===== src/acc_pkg.sv =====
// shared constants for the analog comparator control block
package acc_pkg;
   // register offsets on the plain register port
   localparam logic [3:0] OFF_CTRL0_C1 = 4'h0;
   localparam logic [3:0] OFF_CTRL1_C1 = 4'h1;
   localparam logic [3:0] OFF_CTRL0_C2 = 4'h2;
   localparam logic [3:0] OFF_CTRL1_C2 = 4'h3;
   localparam logic [3:0] OFF_MIRROR = 4'h4;
   localparam logic [3:0] OFF_IRQ = 4'h5;
   // control register 0 field positions
   localparam int B_ENABLE = 7;
   localparam int B_RESULT = 6;
   localparam int B_PIN_EN = 5;
   localparam int B_POLARITY = 4;
   localparam int B_SPEED = 2;
   localparam int B_HYST = 1;
   localparam int B_SYNC = 0;
   // control register 1 field positions
   localparam int B_RISE_IE = 7;
   localparam int B_FALL_IE = 6;
   localparam int B_PCH_LO = 4;
   localparam int B_NCH_LO = 0;
   // irq register field positions
   localparam int B_FLAG1 = 0;
   localparam int B_FLAG2 = 1;
   localparam int B_IE1 = 2;
   localparam int B_IE2 = 3;
   localparam int B_PERIPHERAL_IRQ_ENABLE = 4;
   localparam int B_GIE = 5;
   // reset values and write masks
   localparam logic [7:0] RST_CTRL0 = 8'h04;
   localparam logic [7:0] RST_CTRL1 = 8'h00;
   localparam logic [7:0] RST_IRQ = 8'h00;
   localparam logic [7:0] WMASK_CTRL0 = 8'hB7;
   localparam logic [7:0] WMASK_CTRL1 = 8'hF7;
   // negative channel codes
   localparam logic [2:0] NCH_FIXED = 3'h4;
endpackage : acc_pkg


===== src/acc_channel.sv =====
// one comparator channel: polarity, enable gating, sampling, edges and sync latch
module acc_channel
(
   input wire logic clk,
   input wire logic rstn,
   input wire logic rawCompare,
   input wire logic compEnable,
   input wire logic resultPolarity,
   input wire logic timerSyncEnable,
   input wire logic timerClockSync,
   input wire logic risingIrqEnable,
   input wire logic fallingIrqEnable,
   output logic comparatorResult,
   output logic pinResult,
   output logic edgeEvent
);
   logic rawMeta_r;
   logic rawSync_r;
   logic prevResult_r;
   logic tclkPrev_r;
   logic syncResult_r;
   logic liveResult;
   logic risingEdge;
   logic fallingEdge;
   logic timerFall;

   // raw analog decision crosses in through two flip-flops
   always_ff @(posedge clk)
   begin
      if (!rstn)
      begin
         rawMeta_r <= 1'b0;
         rawSync_r <= 1'b0;
      end
      else
      begin
         rawMeta_r <= rawCompare;
         rawSync_r <= rawMeta_r;
      end
   end

   // forced low while disabled, then polarity applied
   assign liveResult = (compEnable & rawSync_r) ^ resultPolarity;

   // result bit sampled once per instruction cycle
   always_ff @(posedge clk)
   begin
      if (!rstn)
      begin
         comparatorResult <= 1'b0;
         prevResult_r <= 1'b0;
      end
      else
      begin
         comparatorResult <= liveResult;
         prevResult_r <= comparatorResult;
      end
   end

   // edges from current and previous samples, any cause counts
   assign risingEdge = comparatorResult & ~prevResult_r;
   assign fallingEdge = ~comparatorResult & prevResult_r;
   assign edgeEvent = (risingEdge & risingIrqEnable) | (fallingEdge & fallingIrqEnable);

   // capture on falling edge of the prescaled timer clock
   assign timerFall = tclkPrev_r & ~timerClockSync;
   always_ff @(posedge clk)
   begin
      if (!rstn)
      begin
         tclkPrev_r <= 1'b0;
         syncResult_r <= 1'b0;
      end
      else
      begin
         tclkPrev_r <= timerClockSync;
         if (timerFall)
         begin
            syncResult_r <= liveResult;
         end
      end
   end

   // pin/timer output: latched or pass-through
   assign pinResult = timerSyncEnable ? syncResult_r : liveResult;
endmodule : acc_channel


===== src/acc_top.sv =====
// control and status logic around two analog comparators
// How it works
// - speed bit resets one; zero is low-power
// - hysteresis bit adds hysteresis, resets zero
// - sync set: latch output on timer fall
// - sync clear: output passes unlatched
// - timer counts on rising, latch on falling
// - rising edge sets flag when enabled
// - falling edge sets flag when enabled
// - software clears flag; edge wins clear
// - polarity or enable toggles also set flag
// - interrupt needs channel, peripheral, global enables
// - polarity one inverts the raw comparison
// - pin enable drives result regardless enable
// - enable bit seven; zero disconnects inputs
// - negative select: four pins, fixed, reserved
// - analog pins read zero on port
// - disabled comparator output forced to the polarity bit
// - result sampled every instruction cycle
// - mirror register holds both results
module acc_top
(
   input wire logic clk,
   input wire logic rstn,
   input wire logic [3:0] regAddr,
   input wire logic [7:0] regWdata,
   input wire logic regWrite,
   input wire logic regRead,
   output logic [7:0] regRdata,
   input wire logic [1:0] rawCompare,
   input wire logic timerClock,
   input wire logic [7:0] portPins,
   input wire logic [7:0] analogPinSelect,
   output logic [7:0] portReadValue,
   output logic [1:0] comparatorOn,
   output logic [1:0] speedPowerSelect,
   output logic [1:0] hysteresisEnable,
   output logic [1:0] [1:0] positiveChannelSelect,
   output logic [1:0] [2:0] negativeChannelSelect,
   output logic [1:0] pinResult,
   output logic [1:0] pinOutEnable,
   output logic [1:0] timerGateResult,
   output logic irqRequest
);
   logic [7:0] ctrl0C1_r;
   logic [7:0] ctrl1C1_r;
   logic [7:0] ctrl0C2_r;
   logic [7:0] ctrl1C2_r;
   logic [7:0] irq_r;
   logic [7:0] irq_nxt;
   logic [7:0] portSync1_r;
   logic [7:0] portSync2_r;
   logic tclkMeta_r;
   logic tclkSync_r;
   logic [1:0] result;
   logic [1:0] edgeEvent;
   logic [1:0] pinRes;
   logic [7:0] ctrl0C1View;
   logic [7:0] ctrl0C2View;

   // timer clock pin through two flip-flops
   always_ff @(posedge clk)
   begin
      if (!rstn)
      begin
         tclkMeta_r <= 1'b0;
         tclkSync_r <= 1'b0;
      end
      else
      begin
         tclkMeta_r <= timerClock;
         tclkSync_r <= tclkMeta_r;
      end
   end

   // comparator one channel
   acc_channel u_ch1
   (
      .clk(clk),
      .rstn(rstn),
      .rawCompare(rawCompare[0]),
      .compEnable(ctrl0C1_r[acc_pkg::B_ENABLE]),
      .resultPolarity(ctrl0C1_r[acc_pkg::B_POLARITY]),
      .timerSyncEnable(ctrl0C1_r[acc_pkg::B_SYNC]),
      .timerClockSync(tclkSync_r),
      .risingIrqEnable(ctrl1C1_r[acc_pkg::B_RISE_IE]),
      .fallingIrqEnable(ctrl1C1_r[acc_pkg::B_FALL_IE]),
      .comparatorResult(result[0]),
      .pinResult(pinRes[0]),
      .edgeEvent(edgeEvent[0])
   );

   // comparator two channel
   acc_channel u_ch2
   (
      .clk(clk),
      .rstn(rstn),
      .rawCompare(rawCompare[1]),
      .compEnable(ctrl0C2_r[acc_pkg::B_ENABLE]),
      .resultPolarity(ctrl0C2_r[acc_pkg::B_POLARITY]),
      .timerSyncEnable(ctrl0C2_r[acc_pkg::B_SYNC]),
      .timerClockSync(tclkSync_r),
      .risingIrqEnable(ctrl1C2_r[acc_pkg::B_RISE_IE]),
      .fallingIrqEnable(ctrl1C2_r[acc_pkg::B_FALL_IE]),
      .comparatorResult(result[1]),
      .pinResult(pinRes[1]),
      .edgeEvent(edgeEvent[1])
   );

   // control register writes, read-only and unused bits masked
   always_ff @(posedge clk)
   begin
      if (!rstn)
      begin
         ctrl0C1_r <= acc_pkg::RST_CTRL0;
         ctrl0C2_r <= acc_pkg::RST_CTRL0;
         ctrl1C1_r <= acc_pkg::RST_CTRL1;
         ctrl1C2_r <= acc_pkg::RST_CTRL1;
      end
      else if (regWrite)
      begin
         if (regAddr == acc_pkg::OFF_CTRL0_C1)
         begin
            ctrl0C1_r <= regWdata & acc_pkg::WMASK_CTRL0;
         end
         else if (regAddr == acc_pkg::OFF_CTRL1_C1)
         begin
            ctrl1C1_r <= regWdata & acc_pkg::WMASK_CTRL1;
         end
         else if (regAddr == acc_pkg::OFF_CTRL0_C2)
         begin
            ctrl0C2_r <= regWdata & acc_pkg::WMASK_CTRL0;
         end
         else if (regAddr == acc_pkg::OFF_CTRL1_C2)
         begin
            ctrl1C2_r <= regWdata & acc_pkg::WMASK_CTRL1;
         end
      end
   end

   // irq flags and enables; an edge wins over a software clear
   always_comb
   begin
      irq_nxt = irq_r;
      if (regWrite && regAddr == acc_pkg::OFF_IRQ)
      begin
         irq_nxt = regWdata & 8'h3F;
      end
      if (edgeEvent[0])
      begin
         irq_nxt[acc_pkg::B_FLAG1] = 1'b1;
      end
      if (edgeEvent[1])
      begin
         irq_nxt[acc_pkg::B_FLAG2] = 1'b1;
      end
   end

   // irq register
   always_ff @(posedge clk)
   begin
      if (!rstn)
      begin
         irq_r <= acc_pkg::RST_IRQ;
      end
      else
      begin
         irq_r <= irq_nxt;
      end
   end

   // interrupt needs flag and channel, peripheral and global enables
   assign irqRequest = irq_r[acc_pkg::B_GIE] & irq_r[acc_pkg::B_PERIPHERAL_IRQ_ENABLE]
      & ((irq_r[acc_pkg::B_FLAG1] & irq_r[acc_pkg::B_IE1])
      | (irq_r[acc_pkg::B_FLAG2] & irq_r[acc_pkg::B_IE2]));

   // status views with live result bit
   always_comb
   begin
      ctrl0C1View = ctrl0C1_r;
      ctrl0C1View[acc_pkg::B_RESULT] = result[0];
      ctrl0C2View = ctrl0C2_r;
      ctrl0C2View[acc_pkg::B_RESULT] = result[1];
   end

   // register read data one cycle after the read strobe
   always_ff @(posedge clk)
   begin
      if (!rstn)
      begin
         regRdata <= 8'h00;
      end
      else if (regRead)
      begin
         if (regAddr == acc_pkg::OFF_CTRL0_C1)
         begin
            regRdata <= ctrl0C1View;
         end
         else if (regAddr == acc_pkg::OFF_CTRL1_C1)
         begin
            regRdata <= ctrl1C1_r;
         end
         else if (regAddr == acc_pkg::OFF_CTRL0_C2)
         begin
            regRdata <= ctrl0C2View;
         end
         else if (regAddr == acc_pkg::OFF_CTRL1_C2)
         begin
            regRdata <= ctrl1C2_r;
         end
         else if (regAddr == acc_pkg::OFF_MIRROR)
         begin
            regRdata <= {6'h00, result[1], result[0]};
         end
         else if (regAddr == acc_pkg::OFF_IRQ)
         begin
            regRdata <= irq_r;
         end
         else
         begin
            regRdata <= 8'h00;
         end
      end
      else
      begin
         regRdata <= 8'h00;
      end
   end

   // port pins synchronised, analog pins read as zero
   always_ff @(posedge clk)
   begin
      if (!rstn)
      begin
         portSync1_r <= 8'h00;
         portSync2_r <= 8'h00;
         portReadValue <= 8'h00;
      end
      else
      begin
         portSync1_r <= portPins;
         portSync2_r <= portSync1_r;
         portReadValue <= portSync2_r & ~analogPinSelect;
      end
   end

   // analog configuration toward the comparators; inputs cut while disabled
   always_comb
   begin
      comparatorOn = {ctrl0C2_r[acc_pkg::B_ENABLE], ctrl0C1_r[acc_pkg::B_ENABLE]};
      speedPowerSelect = {ctrl0C2_r[acc_pkg::B_SPEED], ctrl0C1_r[acc_pkg::B_SPEED]};
      hysteresisEnable = {ctrl0C2_r[acc_pkg::B_HYST], ctrl0C1_r[acc_pkg::B_HYST]};
      positiveChannelSelect[0] = ctrl1C1_r[acc_pkg::B_PCH_LO +: 2];
      positiveChannelSelect[1] = ctrl1C2_r[acc_pkg::B_PCH_LO +: 2];
      negativeChannelSelect[0] = ctrl1C1_r[acc_pkg::B_NCH_LO +: 3];
      negativeChannelSelect[1] = ctrl1C2_r[acc_pkg::B_NCH_LO +: 3];
   end

   // pin and timer-gate outputs; pin enable independent of comparator enable
   assign pinResult = pinRes;
   assign timerGateResult = pinRes;
   assign pinOutEnable = {ctrl0C2_r[acc_pkg::B_PIN_EN], ctrl0C1_r[acc_pkg::B_PIN_EN]};

   // assertions
   property p_speed_reset;
      @(posedge clk) $rose(rstn) |-> speedPowerSelect == 2'b11 && hysteresisEnable == 2'b00;
   endproperty
   a_speed_reset: assert property (p_speed_reset) else $error("speed/hyst reset wrong");

   property p_hyst_follow;
      @(posedge clk) disable iff (!rstn)
      regWrite && regAddr == acc_pkg::OFF_CTRL0_C1
      |=> hysteresisEnable[0] == $past(regWdata[acc_pkg::B_HYST]);
   endproperty
   a_hyst_follow: assert property (p_hyst_follow) else $error("hysteresis not written");

   property p_async_pass;
      @(posedge clk) disable iff (!rstn)
      !ctrl0C1_r[acc_pkg::B_SYNC] |-> pinResult[0] == ((ctrl0C1_r[acc_pkg::B_ENABLE]
         & u_ch1.rawSync_r) ^ ctrl0C1_r[acc_pkg::B_POLARITY]);
   endproperty
   a_async_pass: assert property (p_async_pass) else $error("async pin path wrong");

   property p_sync_hold;
      @(posedge clk) disable iff (!rstn)
      ctrl0C1_r[acc_pkg::B_SYNC] && $past(ctrl0C1_r[acc_pkg::B_SYNC]) && !$past(u_ch1.timerFall)
      |-> $stable(pinResult[0]);
   endproperty
   a_sync_hold: assert property (p_sync_hold) else $error("sync output moved off edge");

   property p_rise_flag;
      @(posedge clk) disable iff (!rstn)
      $rose(result[0]) && ctrl1C1_r[acc_pkg::B_RISE_IE] |=> irq_r[acc_pkg::B_FLAG1];
   endproperty
   a_rise_flag: assert property (p_rise_flag) else $error("rising edge lost");

   property p_fall_flag;
      @(posedge clk) disable iff (!rstn)
      $fell(result[1]) && ctrl1C2_r[acc_pkg::B_FALL_IE] |=> irq_r[acc_pkg::B_FLAG2];
   endproperty
   a_fall_flag: assert property (p_fall_flag) else $error("falling edge lost");

   property p_no_spurious;
      @(posedge clk) disable iff (!rstn)
      !irq_r[acc_pkg::B_FLAG1] && !(regWrite && regAddr == acc_pkg::OFF_IRQ)
      && $stable(result[0]) ##1 $stable(result[0]) |-> !irq_r[acc_pkg::B_FLAG1];
   endproperty
   a_no_spurious: assert property (p_no_spurious) else $error("flag set without edge");

   property p_irq_gate;
      @(posedge clk) disable iff (!rstn)
      irqRequest |-> irq_r[acc_pkg::B_GIE] && irq_r[acc_pkg::B_PERIPHERAL_IRQ_ENABLE];
   endproperty
   a_irq_gate: assert property (p_irq_gate) else $error("irq without global enables");

   // an enabled edge sets the flag even while software clears it
   property p_edge_wins;
      @(posedge clk) disable iff (!rstn)
      edgeEvent[0] |=> irq_r[acc_pkg::B_FLAG1];
   endproperty
   a_edge_wins: assert property (p_edge_wins) else $error("edge lost to flag clear");

   property p_disabled_zero;
      @(posedge clk) disable iff (!rstn)
      (!ctrl0C1_r[acc_pkg::B_ENABLE] && !ctrl0C1_r[acc_pkg::B_POLARITY]) [*3] |-> !result[0];
   endproperty
   a_disabled_zero: assert property (p_disabled_zero) else $error("disabled output not zero");

   property p_mirror;
      @(posedge clk) disable iff (!rstn)
      regRead && regAddr == acc_pkg::OFF_MIRROR |=> regRdata == {6'h00, $past(result)};
   endproperty
   a_mirror: assert property (p_mirror) else $error("mirror register wrong");

   property p_analog_zero;
      @(posedge clk) disable iff (!rstn)
      ##1 (portReadValue & $past(analogPinSelect)) == 8'h00;
   endproperty
   a_analog_zero: assert property (p_analog_zero) else $error("analog pin read nonzero");

   c_irq: cover property (@(posedge clk) disable iff (!rstn) $rose(irqRequest));
   c_sync: cover property (@(posedge clk) disable iff (!rstn)
      ctrl0C1_r[acc_pkg::B_SYNC] && u_ch1.timerFall);
   c_clear_race: cover property (@(posedge clk) disable iff (!rstn)
      edgeEvent[0] && regWrite && regAddr == acc_pkg::OFF_IRQ);
endmodule : acc_top


===== config.mk =====
export PLATFORM = sky130hd
export DESIGN_NAME = acc_top
export DESIGN_NICKNAME = d
export VERILOG_FILES = /design/src/acc_pkg.sv /design/src/acc_channel.sv /design/src/acc_top.sv
export SDC_FILE = /design/constraint.sdc
export NUM_CORES = 1
export LEC_CHECK = 0
export BUFFER_PORTS_ARGS = -buffer_cell sky130_fd_sc_hd__buf_4
export CAP_MARGIN = 25
export CORE_AREA = 2 2 91 93
export CTS_CLUSTER_DIAMETER = 80
export DETAILED_ROUTE_END_ITERATION = 7
export DIE_AREA = 0 0 93 95
export SYNTH_ARGS = -nofsm -noshare
export SYNTH_HDL_FRONTEND = slang
export SYNTH_SLANG_ARGS = --single-unit

===== constraint.sdc =====
create_clock -name clk -period 1.3 [get_ports clk]
set_input_delay 0.195 -clock clk [delete_from_list [all_inputs] [get_ports clk]]
set_output_delay 0.195 -clock clk [all_outputs]
set_load 0.02 [all_outputs]

==> out/summary.txt, run 1 <==
status -> complete, but fails checks
failing checks -> negative setup slack
Post-DRT Antenna Nets -> 0
Crit path required time -> 1.11 ns
number of placed I/O pins -> 74
Leak -> 1.71 nW
critical path startpoint -> ctrl0C2_r[7]
fill cell count -> 765
Clk network pwr share -> 43.1%
core area -> 7930 µm²
Critical Path End -> pinResult[1]
top cell type's share of synthesized area -> 50.8%
Setup crit start kind -> flop
CP Capture Type -> output pin
Hold WC Path Type -> in -> reg
Skew-Pair Late Insertion Delay -> 0.34 ns
vias in the first global route -> 2449
area delta synth->final -> 39.5%
MaxCap Viol Count -> 0
placed instance count -> 507
TritonCTS clock tree -> yes
initial DRC count -> 224
Final WS setup -> -0.216 ns
count of cell types in the netlist -> 40
routability cong. -> 0.891
DRC viols -> 0
total number of vias -> 2668
grt ovf -> 0
TritonRoute pass-1 iters -> 4
dpl hpwl -> 5590 µm
port buffer count -> 73
Peak VDD IR -> 683 µV
CP Max Fanout -> 2
share of layout cells above drive strength 1 -> 33.8%
Reg2Reg Setup Slack -> 0.09 ns
Synth Flop Type -> dfxtp_1
Post-Route Utilization -> 53.4%
GRT Util Overall -> 18.3%
R2R Path End -> u_ch2.syncResult_r
DIE AREA -> 8840 µm²
die span in y -> 95 µm
Hold Vio Cnt, Final -> 0
Net Count, Synth -> 363
Die Wd -> 93 µm
synthesized area -> 3040 µm²
TritonCTS Buffers -> 9
Longest Clk Path Bufs -> 2
WS Path Type -> reg -> out
final number of setup-violating endpoints -> 4
Psw -> 0.00118 W
pre-CTS WS -> -0.0123 ns
worst r2r path cells -> 6
met2 Use GR -> 30.0%
Comb pwr share -> 9.3%
Synth Register Bits -> 77
most frequent cell after synthesis -> dfxtp_1
Peak Freq -> 660 MHz
wire per inst -> 14.9 µm
clock transition at the registers of the reported paths -> 0.08 ns
placed inst area -> 3830 µm²
Non-Filler Instances -> 534
unrepaired setup endpoints after global routing -> yes
largest net degree at the start of global routing -> 33
Final Instance Area -> 4240 µm²
Slew @ Worst Pin -> 0.326 ns
Via density -> 5.00
Starting Density -> 38.3%
crit path time final -> 1.52 ns
worst rel slew slack -> 78.1%
crit share post-route -> 117%
YS warnings -> 0
H-tree levels -> 3
clk root buf -> clkbuf_8
Slew Limit Fails -> 0
Nets -> 459
global-route wire length before repair -> 12400 µm
Gate Count Post-Synth -> 328
Sequential Power Share -> 47.6%
Fin Clk Skew -> 0.00795 ns
diode count -> 0
met3 Use GR -> 4.07%
# clock sinks -> 77
met1 Use GR -> 24.1%
Power Total -> 0.00512 W
initial antenna violation count -> 0
worst r2r src -> ctrl0C2_r[7]
Net Sw Frac -> 23.1%
share of async-settable or async-resettable flops after synthesis -> 0%
Synth area leader -> dfxtp_1
Seq/Total Area, Yosys -> 50.8%
number of synthesized flops with an enable pin -> 0
# rows -> 33
Post-Route WL -> 7980 µm
largest cells by area after synthesis -> dfxtp_1 51%, a21oi_1 5.8%, nand3_1 5.6%
power per cell area -> 1210 nW/µm²
Mapped Avg Cell Area -> 9.26 µm²
Power Internal -> 0.00394 W
Arrival @ worst endpoint -> 1.32 ns
top cells by count, synth -> 77 x dfxtp_1, 35 x a21oi_1, 34 x nand3_1
most used routing layer -> met2
## sequential cells by signal, indices dropped and copies added, names as in the netlist, 6 cells and up
signal         flops
portReadValue      8
portSync1_r        8
portSync2_r        8
regRdata           8
ctrl1C1_r          7
ctrl1C2_r          7
ctrl0C1_r          6
ctrl0C2_r          6
irq_r              6
## logic make-up (layout without fill, tap and decap cells)
group	Yosys count	count (layout)	share of synthesized area, %
AND/OR/NAND/NOR	115	115	21.8
AO/OA/AOI/OAI	93	93	17.6
buffers and inverters	34	135	6.88
multiplexers	7	7	2.43
XOR/XNOR	2	2	0.577
flip-flops	77	77	50.8
## layout make-up
type | count | area (µm²) | area share [%]
Multi-Input combinational cell | 217 | 1340 | 31.5
Sequential cell | 77 | 1550 | 36.7
Inverter | 5 | 18.8 | 0.443
Timing Repair Buffer | 114 | 951 | 22.4
Tap cell | 105 | 131 | 3.10
Clock buffer | 9 | 124 | 2.92
Clock inverter | 7 | 124 | 2.92
## what timing repair did
item,4_1_cts,5_1_grt
resized for setup,6,12
hold endpoints to repair,8,0
pin swaps,0,1
hold buffers,8,0
endpoints found under the setup margin,4,5
setup buffers,1,2
## cell usage in the layout (no fill, tap or decap), drive strengths merged, types with 5 or more instances in the layout
cell / n
nand2b: 6
dfxtp: 77
dlygate4sd3: 8
and2: 27
nor3b: 5
a21oi: 35
nand3: 34
clkbuf: 9
nor2: 12
nand2: 11
nand3b: 8
o21ai: 38
buf: 106
## power by group through the flow
stage / logic, W / clock network, W / registers (W)
detailed placement: 0.000454 / 0 / 0.00249
finish: 0.000477 / 0.00220 / 0.00244
global route: 0.000516 / 0.00236 / 0.00244
floorplan: 0.000208 / 0 / 0.00250
global placement: 0.000450 / 0 / 0.00249
CTS: 0.000474 / 0.00226 / 0.00243
## how the worst min path moves through the flow
stage	end	from	cells past startpoint
3_3_place_gp	portReadValue[3]	analogPinSelect[3]	2
5_1_grt	portSync1_r[5]	portPins[5]	2
4_1_cts	portSync1_r[5]	portPins[5]	2
2_1_floorplan	portReadValue[3]	analogPinSelect[3]	1
6_report	tclkMeta_r	timerClock	2
3_5_place_dp	portReadValue[4]	analogPinSelect[4]	2
## critical path: stages (launching register included)
cell	delay [ns]
dfxtp_2	0.34
nand2_2	0.06
xor2_2	0.16
mux2i_2	0.22
buf_4	0.19
## routing by layer
metal	vias to the layer above	part of all wire, %	routed length [µm]
met2	81	48	3840
met5	-	0	0
met3	8	5.5	442
met1	1248	46	3640
met4	0	0.78	62
li1	1331	-	-
## through the flow
step	TNS [ns]	hold slack (ns)
after floorplan	0	0.267
after global placement	0	0.352
after detailed placement	-0.0302	0.355
after CTS	-0.894	0.0403
after global routing	-1.12	0.0378
final	-0.789	0.0532
Power figures use the tool's default switching activity.
==> run 2, diff against run 1 <==
Settings changed: RECOVER_POWER set to 50.
==> run 2 against run 1 <==
The flow still finishes with violations (negative setup slack). Non-clock buffer count unchanged. Combinational power decreased by 3%. Maximum frequency decreased by 0.65%. Clock power about the same. Total power decreased by 0.33%. Final area decreased by 1.0%.
==> out/summary.txt, run 2 (synthesis results as in run 1) <==
number of placed I/O pins -> 74 (unchanged)
GRT Util Overall -> 18.3% (unchanged)
power per cell area -> 1220 nW/µm² (+0.69%)
diode count -> 0 (unchanged)
Post-Route Utilization -> 52.9% (-0.54 points)
Skew-Pair Late Insertion Delay -> 0.34 ns (about the same)
TritonCTS clock tree -> yes
Setup crit start kind -> flop
crit path time final -> 1.53 ns (+0.00999 ns)
dpl hpwl -> 5590 µm (unchanged)
DRC viols -> 0 (unchanged)
Hold WC Path Type -> in -> reg
clock transition at the registers of the reported paths -> 0.08 ns (about the same)
Leak -> 1.67 nW (-2.1%)
Post-Route WL -> 7990 µm (+0.14%)
final hold slack -> 0.0522 ns (-0.000951 ns)
failing checks -> negative setup slack
routability cong. -> 0.891 (unchanged)
DIE AREA -> 8840 µm² (unchanged)
Via density -> 5.07 (+1.5%)
Hold Vio Cnt, Final -> 0 (unchanged)
Final WS setup -> -0.226 ns (-0.00999 ns)
worst r2r src -> ctrl0C2_r[7]
status -> complete, but fails checks
# rows -> 33 (unchanged)
Starting Density -> 38.3% (unchanged)
worst rel slew slack -> 61.5% (-17 points)
Die Wd -> 93 µm (unchanged)
TritonRoute pass-1 iters -> 4 (unchanged)
area delta synth->final -> 38.1%
grt ovf -> 0 (unchanged)
# clock sinks -> 77 (unchanged)
H-tree levels -> 3 (unchanged)
unrepaired setup endpoints after global routing -> yes
CP delay by family, top -> flip-flops
final number of setup-violating endpoints -> 4 (unchanged)
Fin Clk Skew -> 0.00783 ns (-0.000116 ns)
WS Path Type -> reg -> out
hold depth -> 2 (unchanged)
Post-DRT Antenna Nets -> 0 (unchanged)
TritonCTS Buffers -> 9 (unchanged)
core area -> 7930 µm² (unchanged)
Slew Limit Fails -> 0 (unchanged)
fill cell count -> 774 (+1.2%)
share of layout cells above drive strength 1 -> 32.9% (-0.93 points)
max incr delay on CP -> 0.34 ns (about the same)
MaxCap Viol Count -> 0 (unchanged)
initial DRC count -> 179 (-20%)
Power Total -> 0.00510 W (-0.33%)
wire per inst -> 15.0 µm (+0.14%)
vias in the first global route -> 2449 (unchanged)
Peak Freq -> 655 MHz (-0.65%)
crit share post-route -> 117% (+0.77 points)
Peak VDD IR -> 683 µV (about the same)
hold_sp -> portPins[3]
Crit path required time -> 1.11 ns (about the same)
commonest non-fill, non-tap cell in the layout -> buf_4
Slowest cell on crit path -> dfxtp_2
R2R Path End -> u_ch2.syncResult_r
Reg2Reg Setup Slack -> 0.09 ns (about the same)
critical path cell sequence -> nand2_2 -> xor2_2 -> mux2i_2 -> buf_4
initial antenna violation count -> 0 (unchanged)
most frequent cells in the layout -> 96 x buf_4, 68 x dfxtp_1, 35 x a21oi_1
WHS Endpoint -> portSync1_r[3]
port buffer count -> 73 (unchanged)
global-route wire length before repair -> 12400 µm (unchanged)
worst r2r path cells -> 6 (unchanged)
Slew @ Worst Pin -> 0.578 ns (+0.253 ns)
CP Max Fanout -> 2 (unchanged)
clk root buf -> clkbuf_8
Critical path buffers and inverters -> 1 (unchanged)
largest net degree at the start of global routing -> 33 (unchanged)
Nets -> 459 (unchanged)
die span in y -> 95 µm (unchanged)
CP Capture Type -> output pin
pre-CTS WS -> -0.0123 ns (unchanged)
Arrival @ worst endpoint -> 1.33 ns (about the same)
placed inst area -> 3830 µm² (unchanged)
total number of vias -> 2709 (+1.5%)
Longest Clk Path Bufs -> 2 (unchanged)
Final Instance Area -> 4190 µm² (-1.0%)
## run 2: cell types whose count changed in the layout (fill, tap and decap cells not counted), sizes merged
cell    before  now
clkbuf       9   15
buf        106  100
## run 2: timing repair
action                                  in CTS  in global routing
endpoints found under the setup margin       4                  5
pin swaps                                    0                  1
gates cloned                                 0                  0
gates resized for setup                      6                 12
setup buffers                                1                  2
endpoints found under the hold margin        8                  0
hold buffers                                 8                  0
## run 2: metrics by stage
stage | setup TNS (ns) | std cells
finish | -0.808 | 534
global route | -1.19 | 534
CTS | -0.894 | 532
detailed placement | -0.0302 | 507
global placement | 0 | 507
floorplan | 0 | 328
## run 2: worst max path at each step
stage,start,slack (ns),endpoint,depth (start not counted)
4_1_cts,ctrl0C1_r[7],-0.23,pinResult[0],4
2_1_floorplan,regAddr[3],0.06,ctrl0C2_r[2],6
6_report,ctrl0C2_r[7],-0.23,pinResult[1],4
5_1_grt,ctrl0C2_r[7],-0.30,pinResult[1],4
3_5_place_dp,regAddr[2],-0.01,ctrl0C2_r[1],5
3_3_place_gp,regAddr[2],0.008,regRdata[2],5
## run 2: layout make-up
class / instances / area (µm²) / area share [%]
Timing Repair Buffer: 114 / 908 / 21.7
Sequential cell: 77 / 1550 / 37.0
Multi-Input combinational cell: 217 / 1340 / 31.8
Clock inverter: 7 / 124 / 2.95
Tap cell: 105 / 131 / 3.13
Inverter: 5 / 18.8 / 0.447
Clock buffer: 9 / 124 / 2.95
## run 2: where the power goes
part | leakage (nW) | internal [W] | switching [W]
combinational | 0.924 | 0.000226 | 0.000236
clock | 0.120 | 0.00128 | 0.000918
sequential | 0.631 | 0.00241 | 0.0000239
total | 1.67 | 0.00392 | 0.00118
## run 2: routing by layer
metal | share of wire, % | GRT usage, % | vias up
li1 | - | - | 1331
met1 | 45 | 24.1 | 1274
met2 | 48 | 30.0 | 95
met3 | 6.3 | 4.07 | 9
met4 | 0.93 | 5.51 | 0
met5 | 0 | 0 | -
